--- config.mk ---
export PLATFORM = sky130hd
export DESIGN_NAME = pc_call_stack
export DESIGN_NICKNAME = d
export VERILOG_FILES = /design/src/verilog/pc_stack_pkg.sv /design/src/verilog/ret_stack.sv /design/src/verilog/pc_call_stack.sv
export SDC_FILE = /design/constraint.sdc
export NUM_CORES = 1
export LEC_CHECK = 0
export ABC_AREA = 1
export BUFFER_PORTS_ARGS = -buffer_cell sky130_fd_sc_hd__buf_2
export CORE_MARGIN = 3
export CORE_UTILIZATION = 40
export CTS_CLUSTER_DIAMETER = 80
export DETAILED_ROUTE_END_ITERATION = 8
export PLACE_DENSITY = 0.7
export SLEW_MARGIN = 10
export SYNTH_ARGS = -nofsm -noshare
export SYNTH_HDL_FRONTEND = slang
export SYNTH_SLANG_ARGS = --single-unit
--- constraint.sdc ---
create_clock -name clk_sys_i -period 2.03 [get_ports clk_sys_i]
set_input_delay 0.406 -clock clk_sys_i [delete_from_list [all_inputs] [get_ports clk_sys_i]]
set_output_delay 0.406 -clock clk_sys_i [all_outputs]
set_load 0.01 [all_outputs]
--- src/verilog/pc_stack_pkg.sv ---
package pc_stack_pkg;

  localparam int PC_W = 13;
  localparam int DATA_W = 8;
  localparam int ADDR_W = 9;
  localparam int STACK_DEPTH = 8;
  localparam int OPERAND_W = 11;
  localparam int UPPER_FIELD_W = 5;

  localparam logic [8:0] ADDR_PC_LOW = 9'h002;
  localparam logic [8:0] ADDR_UPPER_HOLD = 9'h00a;

  localparam logic [12:0] PC_RESET = 13'h0000;
  localparam logic [7:0] UPPER_HOLD_RESET = 8'h00;

  localparam int JUMP_HI_LSB = 3;
  localparam int JUMP_HI_MSB = 4;

  typedef enum logic [2:0] {
    PC_OP_STEP = 3'h0,
    PC_OP_JUMP = 3'h1,
    PC_OP_CALL = 3'h2,
    PC_OP_VECTOR = 3'h3,
    PC_OP_RET = 3'h4,
    PC_OP_HOLD = 3'h5
  } pc_op_t;

  typedef struct packed {
    logic        exec;
    logic        jump;
    logic        call;
    logic        vector;
    logic        ret;
    logic [10:0] operand;
    logic [12:0] vector_addr;
  } pc_ctl_t;

  typedef struct packed {
    logic [8:0] addr;
    logic [7:0] wdata;
    logic       wr;
    logic       rd;
  } reg_req_t;

endpackage

--- src/verilog/ret_stack.sv ---
`timescale 1ns/1ps
module ret_stack
  import pc_stack_pkg::*;
#(
  parameter int DEPTH = STACK_DEPTH,
  parameter int WIDTH = PC_W
) (
  input  wire logic             clk_sys_i,
  input  wire logic             rst_b_i,
  input  wire logic             push_i,
  input  wire logic             pop_i,
  input  wire logic [WIDTH-1:0] push_data_i,
  output logic      [WIDTH-1:0] top_o
);

  localparam int PTR_W = $clog2(DEPTH);

  initial begin
    if (DEPTH < 2 || (DEPTH & (DEPTH - 1)) != 0) begin
      $error("ret_stack depth must be a power of two of at least two");
    end
  end

  // The pointer has no software path and wraps silently, so overflow simply
  // overwrites the oldest entry and no status is kept.
  logic [WIDTH-1:0] mem [DEPTH];
  logic [PTR_W-1:0] ptr_r;
  logic [PTR_W-1:0] ptr_nxt;
  logic [PTR_W-1:0] top_idx;

  assign top_idx = ptr_r - PTR_W'(1);
  assign top_o   = mem[top_idx];

  always_comb begin
    ptr_nxt = ptr_r;
    if (push_i) begin
      ptr_nxt = ptr_r + PTR_W'(1);
    end else if (pop_i) begin
      ptr_nxt = ptr_r - PTR_W'(1);
    end
  end

  always_ff @(posedge clk_sys_i or negedge rst_b_i) begin
    if (!rst_b_i) begin
      ptr_r <= '0;
    end else begin
      ptr_r <= ptr_nxt;
    end
  end

  // Entries need no reset; a return without a call yields stale data.
  always_ff @(posedge clk_sys_i) begin
    if (push_i) begin
      mem[ptr_r] <= push_data_i;
    end
  end

endmodule

--- src/verilog/pc_call_stack.sv ---
// Added by the designer: strobed register access.
`timescale 1ns/1ps
module pc_call_stack
  import pc_stack_pkg::*;
(
  input  wire logic              clk_sys_i,
  input  wire logic              rst_b_i,
  input  wire logic [ADDR_W-1:0] reg_addr_i,
  input  wire logic [DATA_W-1:0] reg_wdata_i,
  input  wire logic              reg_wr_i,
  input  wire logic              reg_rd_i,
  output logic      [DATA_W-1:0] reg_rdata_o,
  input  wire pc_ctl_t           ctl_i,
  output logic      [PC_W-1:0]   pc_o,
  output logic      [PC_W-1:0]   ret_addr_o
);

  initial begin
    if (UPPER_FIELD_W + DATA_W != PC_W || OPERAND_W >= PC_W) begin
      $error("pc_call_stack field widths do not compose a 13-bit counter");
    end
  end

  reg_req_t req;
  assign req = '{addr: reg_addr_i, wdata: reg_wdata_i, wr: reg_wr_i, rd: reg_rd_i};

  logic [PC_W-1:0]   pc_r;
  logic [PC_W-1:0]   pc_nxt;
  logic [DATA_W-1:0] upper_hold_r;
  logic [DATA_W-1:0] upper_hold_nxt;
  logic [DATA_W-1:0] rdata_r;
  logic [DATA_W-1:0] rdata_nxt;
  logic [PC_W-1:0]   ret_addr_r;
  logic [PC_W-1:0]   stack_top;
  pc_op_t            op;

  wire sel_pc_low    = (req.addr == ADDR_PC_LOW);
  wire sel_upper     = (req.addr == ADDR_UPPER_HOLD);
  wire wr_pc_low     = req.wr && sel_pc_low;
  wire wr_upper      = req.wr && sel_upper;
  wire rd_pc_low     = req.rd && sel_pc_low;
  wire rd_upper      = req.rd && sel_upper;

  // The decoder offers one request per instruction; priority only guards
  // against a malformed combination so the counter stays deterministic.
  wire do_vector = ctl_i.exec && ctl_i.vector;
  wire do_call   = ctl_i.exec && !ctl_i.vector && ctl_i.call;
  wire do_jump   = ctl_i.exec && !ctl_i.vector && !ctl_i.call && ctl_i.jump;
  wire do_ret    = ctl_i.exec && !ctl_i.vector && !ctl_i.call && !ctl_i.jump
                   && ctl_i.ret;

  wire push = do_call || do_vector;
  wire pop  = do_ret;

  always_comb begin
    if (do_vector) begin
      op = PC_OP_VECTOR;
    end else if (do_call) begin
      op = PC_OP_CALL;
    end else if (do_jump) begin
      op = PC_OP_JUMP;
    end else if (do_ret) begin
      op = PC_OP_RET;
    end else if (ctl_i.exec) begin
      op = PC_OP_STEP;
    end else begin
      op = PC_OP_HOLD;
    end
  end

  // Jump target: holding bits 4:3 above the 11-bit operand.
  wire [PC_W-1:0] jump_target =
    {upper_hold_r[JUMP_HI_MSB:JUMP_HI_LSB], ctl_i.operand};

  // Low-byte write target: holding bits 4:0 above the written byte.
  wire [PC_W-1:0] low_write_target =
    {upper_hold_r[UPPER_FIELD_W-1:0], req.wdata};

  // No carry into the upper bits on a computed jump; software owns that.
  always_comb begin
    pc_nxt = pc_r;
    case (op)
      PC_OP_VECTOR: pc_nxt = ctl_i.vector_addr;
      PC_OP_CALL:   pc_nxt = jump_target;
      PC_OP_JUMP:   pc_nxt = jump_target;
      PC_OP_RET:    pc_nxt = stack_top;
      PC_OP_STEP:   pc_nxt = pc_r + PC_W'(1);
      PC_OP_HOLD:   pc_nxt = pc_r;
      default:      pc_nxt = pc_r;
    endcase
    // A write to the low byte redirects the whole counter in place of the step.
    if (wr_pc_low && (op == PC_OP_STEP || op == PC_OP_HOLD)) begin
      pc_nxt = low_write_target;
    end
  end

  // Holding register only changes on its own register write.
  assign upper_hold_nxt = wr_upper ? req.wdata : upper_hold_r;

  // Unmapped reads return zero; the stack pointer has no address.
  assign rdata_nxt = rd_pc_low ? pc_r[DATA_W-1:0] :
                     rd_upper  ? upper_hold_r :
                     '0;

  always_ff @(posedge clk_sys_i or negedge rst_b_i) begin
    if (!rst_b_i) begin
      pc_r <= PC_RESET;
    end else begin
      pc_r <= pc_nxt;
    end
  end

  always_ff @(posedge clk_sys_i or negedge rst_b_i) begin
    if (!rst_b_i) begin
      upper_hold_r <= UPPER_HOLD_RESET;
      rdata_r      <= '0;
      ret_addr_r   <= PC_RESET;
    end else begin
      upper_hold_r <= upper_hold_nxt;
      rdata_r      <= rdata_nxt;
      ret_addr_r   <= stack_top;
    end
  end

  ret_stack #(
    .DEPTH(STACK_DEPTH),
    .WIDTH(PC_W)
  ) u_ret_stack (
    .clk_sys_i  (clk_sys_i),
    .rst_b_i    (rst_b_i),
    .push_i     (push),
    .pop_i      (pop),
    .push_data_i(pc_r),
    .top_o      (stack_top)
  );

  assign reg_rdata_o = rdata_r;
  assign pc_o        = pc_r;
  assign ret_addr_o  = ret_addr_r;

endmodule

-- Yosys cells after proc, flatten, opt, wreduce, memory -nomap -nowiden
Memories as Yosys holds them, arrays and structs flattened.
Cells that the tools add are included.
W data, S select, Z words.
- bits in registers: 45
- memories kept: 1
- bits of input ports: 50
- word-level logic and storage cells: 50
- bits in writable memories: 104
- output and inout bits: 34
- memory list (name ; depth ; width ; read ports ; clocked after memory_dff ; write ports ; RTL line ; RTL):
    u_ret_stack.mem ; 8 ; 13 ; 1 ; 0 ; 1 ; ret_stack.sv:26 ; logic [WIDTH-1:0] mem [DEPTH];
- equality and inequality tests: 7
- add/subtract/negate cells: 3
- reductions and logical operators: 21
- multiplexer cells: 13
- operators with widths (cell ; number):
    $pmux W13 S4 ; 1
    $mux W3 ; 7
    $mux W8 ; 2
    $add A13 B1 Y13 const B ; 1
    $mux W13 ; 1
    $logic_and A1 B1 Y1 ; 12
    $eq A9 B2 Y1 const B ; 1
    $eq A9 B4 Y1 const B ; 1
    $eq A3 B2 Y1 const B ; 2
    $eq A3 B3 Y1 const B ; 2
    $reduce_bool A5 Y1 ; 1
    $add A3 B1 Y3 const B ; 1
    $eq A3 B1 Y1 const B ; 1
    $logic_not A1 Y1 ; 3
    $logic_not A3 Y1 ; 1
    $sub A3 B1 Y3 const B ; 1
    $logic_or A1 B1 Y1 ; 2
    $mux W1 ; 2
    $reduce_bool A2 Y1 ; 1
    $reduce_or A2 Y1 ; 1

-- Depth between registers and ports, before layout
- depth in word-level cells: 13
- gate-level depth with buffers: 13
- gate-level depth less buffers: 10

-- Modules after synthesis
A second synthesis with hierarchy kept.
- cell total of the unflattened synthesis: 817
- area total of the unflattened synthesis: 7125.6 um^2
- by module, submodules not included (module ; area an instance (um^2) ; times used ; cells each ; seq. area each (um^2)):
    ret_stack ; 4749.6 ; 1 ; 484 ; 3198.1
    pc_call_stack ; 2376.0 ; 1 ; 333 ; 1051.0

-- Least setup slack after synthesis
Ideal clock, no wire load.
- path kind: register to register
- start point: register u_ret_stack.ptr_r[0]
- end point: register pc_r[12], in the netlist pc_o[12]
- setup time: 0.067 ns
- buffers on the path: 3
- required time: 1.963 ns
- period minus slack after synthesis: 1.936 ns
- arrival: 1.869 ns
- stages on the path, launching flop included: 13
- slack: 0.094 ns
- cells stage by stage: dfrtp_1 > buf_2 > inv_2 > buf_2 > ha_1 > inv_1 > clkbuf_1 > nand3_1 > nand3_1 > nand3_1 > nand4_1 > nand2_1 > nand2_1
- word-level cells in the longest chain between the ends: 4
- RTL lines (element ; RTL line ; RTL):
    start, declared ; ret_stack.sv:27 ; logic [PTR_W-1:0] ptr_r;
    start signal, assigned ; ret_stack.sv:47 ; ptr_r <= ptr_nxt;
    $sub A3 B1 Y3 ; ret_stack.sv:31 ; assign top_idx = ptr_r - PTR_W'(1);
    $mem_v2 Z8 W13 ; - ;
    $pmux W13 S4 ; pc_call_stack.sv:82 ; case (op)
    $mux W13 ; pc_call_stack.sv:92 ; if (wr_pc_low && (op == PC_OP_STEP || op == PC_OP_HOLD)) begin
    end signal, assigned ; pc_call_stack.sv:109 ; pc_r <= pc_nxt;
    end, declared ; pc_call_stack.sv:27 ; logic [PC_W-1:0] pc_r;
Every way passes these cells.
A chain may end at the register's enable or synchronous reset.

-- Final worst setup path
- start point: register u_ret_stack.ptr_r[0]
- end point: memory u_ret_stack.mem[0][0] (netlist bit), enable pin
- RTL lines (element ; RTL line):
    end, declared ; ret_stack.sv:26
No word-level cell before the write port.

==> impl_metrics.yaml <==
sta:
  skew_ns: 0.01358
  tightest_slew_ns: 0.9812
  fin_hold_ws_ns: 0.2234
  finalSetupViolations: 0
  final_max_slew_viol_count: 0
  hold_violations: 0
  post-route-period-util_pct: 92.97
  fmax_mhz: 529.8
  setup_ws_ns: 0.1427
  slew-limit-headroom_pct: 34.38
  period_minus_slack_ns: 1.887
  tns_ns: 0
  rsz0062_at_grt: "false"
pwr:
  power_density_nw_per_um2: 1329
  pwr-share-clk_pct: 27.0
  seqPwrFrac_pct: 35.2
  pwr-share-comb_pct: 37.8
  power_leakage_nw: 3.694
  ir_worst_vdd_mv: 0.6985
  p_sw_mw: 4.085
  p_sw_share_pct: 36.45
  power.internal_mw: 7.123
  power.total_mw: 11.21
logic_synthesis:
  yosysSeqAreaShare_pct: 61.33
  ys.warnings.count: 0
  syn_avg_cell_area_um2: 9.676
  syn-num-nets: 769
  synth_top_cell_by_area: "edfxtp_1"
  ys_ff_latch: 149
  syn_area_um2: 6928
  async_reset_ff_share_pct: 30.20
  syn_inst: 716
  synth_edf_count: 104
  synth_area_leaders: "edfxtp_1, dfrtp_1, nand2_1"
  synth_cell_type_count: 37
  synthFlopType: "edfxtp_1"
  yosysTopAreaCellShare_pct: 45.08
die:
  die_w_um: 137.6
  pin_count: 84
  rows: 47
  die_h_um: 137.6
  die_area_um2: 18940
  core_area_um2: 16760
  initial_core_util_pct: 41.34
global_routing:
  grt_pass1_wl_um: 29260
  grt_use_total_pct: 20.59
  grt_overflow_total: 0
  antenna_found_initial: 0
  first_global_vias: 5286
  grt_max_degree: 56
finish:
  design_area_um2: 8433
  syn_to_final_growth_pct: 21.73
  nets: 886
  fin_util_pct: 50.32
  fin_cells: 1066
  antenna_cells: 0
  drive_gt1_share_pct: 22.34
setup_path:
  crit_required_ns: 2.13
  crit_fanout: 53
  crit_type: "flip-flop to flip-flop"
  cp-start-kind: "flip-flop"
  cp-end-kind: "flip-flop"
  r2r_slack_ns: 0.14
  r2r_start: "u_ret_stack.ptr_r[0]"
  crit_arrival_ns: 1.99
  r2r_cells: 5
  reg2reg_to: "u_ret_stack.mem[0][0]"
placement:
  place_inst: 1033
  portBuffers: 83
  dpl_worst_slack_ns: 0.06097
  post-dp-hpwl_um: 12480
  gp_congestion: 0.8774
  place_area_um2: 7839
outcome:
  status: "finished, final reports clean"
route:
  viasPerCell: 5.094
  first_iter_violations: 606
  vias: 5430
  wirelength_um: 18250
  postRouteAntennaNets: 0
  firstDrtPassIters: 5
  drc: 0
  wl_per_cell_um: 17.12
clocking:
  clk_latency_ns: 0.43
  clkSinkCount: 149
  tritoncts: "done"
  root_buffer: "clkbuf_16"
  postCtsSetupRepairBufs: 0
  clkSlewWorstSetupHoldPaths_ns: 0.06
  numCtsBuffers: 17
  cts_buffer_depth: 2
  htree_num_levels: 4
hold_path:
  hp-class: "primary input to flip-flop"
  whs_endpoint: "upper_hold_r[4]"
  hold_start: "reg_wdata_i[4]"
  holdPathStages: 2
run:
  cap_violations: 0
==> worst max path at each step <==
stage | startpoint | to | slack [ns] | depth (start not counted)
6_report | u_ret_stack.ptr_r[0] | u_ret_stack.mem[0][0] | 0.14 | 5
3_5_place_dp | u_ret_stack.ptr_r[0] | u_ret_stack.mem[1][6] | 0.06 | 4
5_1_grt | u_ret_stack.ptr_r[1] | pc_o[0] | 0.002 | 9
4_1_cts | u_ret_stack.ptr_r[0] | u_ret_stack.mem[1][6] | 0.04 | 4
2_1_floorplan | u_ret_stack.ptr_r[0] | pc_o[12] | 0.09 | 12
3_3_place_gp | u_ret_stack.ptr_r[0] | u_ret_stack.mem[1][9] | 0.01 | 4
==> repair_timing <==
action,4_1_cts,5_1_grt
gates resized for setup,0,3
hold buffers,1,0
setup endpoints to repair,0,14
hold endpoints to repair,17,0
==> synth_stat cells (2+ instances only) <==
master	n
nand3_2	7
edfxtp_1	104
nor3_1	7
inv_2	2
and2_1	10
inv_1	74
nand3_1	82
o21ai_2	2
buf_2	20
o21bai_1	2
o21ai_0	33
clkbuf_1	5
mux2_2	8
o211ai_1	3
a22oi_1	7
or2_2	2
ha_1	3
nor2_1	77
nor2_4	3
nand2_1	187
dfrtp_1	45
nor2_2	2
nand4_1	6
o21ai_1	8
a21oi_1	2
and2_2	3
buf_4	2
==> routing by layer <==
layer / track usage [%] / vias up / share of wire, %
li1: - / 2602 / -
met1: 28.15 / 2521 / 43
met2: 31.13 / 272 / 46
met3: 5.515 / 35 / 8.1
met4: 8.426 / 0 / 2.8
met5: 0 / - / 0
==> power by group through the flow <==
stage	sequential, mW	clock [mW]	combinational, mW
4_1_cts	3.94	3.07	4.22
3_5_place_dp	4.00	0	4.20
6_report	3.95	3.03	4.24
2_1_floorplan	4.09	0	2.58
3_3_place_gp	3.99	0	4.17
5_1_grt	3.98	3.20	4.74
==> cell type report <==
class	count	area, µm²
Fill cell	1507	8327
Sequential cell	149	4249
Multi-Input combinational cell	463	2248
Timing Repair Buffer	126	802.0
Clock buffer	21	470.5
Inverter	76	285.3
Tap cell	220	275.3
Clock inverter	11	102.6
==> logic make-up (layout without fill, tap and decap cells) <==
kind of cell | Yosys count | count (layout) | share of synthesized area [%]
simple gates | 388 | 388 | 24.63
flops | 149 | 149 | 61.33
buf+inv | 104 | 234 | 6.213
compound gates | 61 | 61 | 5.382
mux | 8 | 8 | 1.300
fa+ha+maj | 3 | 3 | 0.5419
xor+xnor | 3 | 3 | 0.5961
==> cells in the final DEF (no fill, tap or decap), types with 17 or more instances in the layout <==
master / synthesis / layout
dfrtp_1: 45 / 45
buf_4: 2 / 35
clkbuf_16: 0 / 17
buf_2: 20 / 83
nor2_1: 77 / 77
o21ai_0: 33 / 33
nand3_1: 82 / 82
edfxtp_1: 104 / 104
nand2_1: 187 / 187
inv_1: 74 / 74
==> worst max-delay path, stage by stage, from the launching register on <==
cell and delay, ns:
dfrtp_1 0.40, inv_2 0.07, buf_4 0.46, nand2_1 0.21, nor2_1 0.13, buf_4 0.28
==> registers in the layout, indices dropped and copies added (netlist names) <==
name,count
u_ret_stack.mem,104
pc_o,13
ret_addr_o,13
reg_rdata_o,8
upper_hold_r,8
u_ret_stack.ptr_r,3
Power figures use the tool's default switching activity.
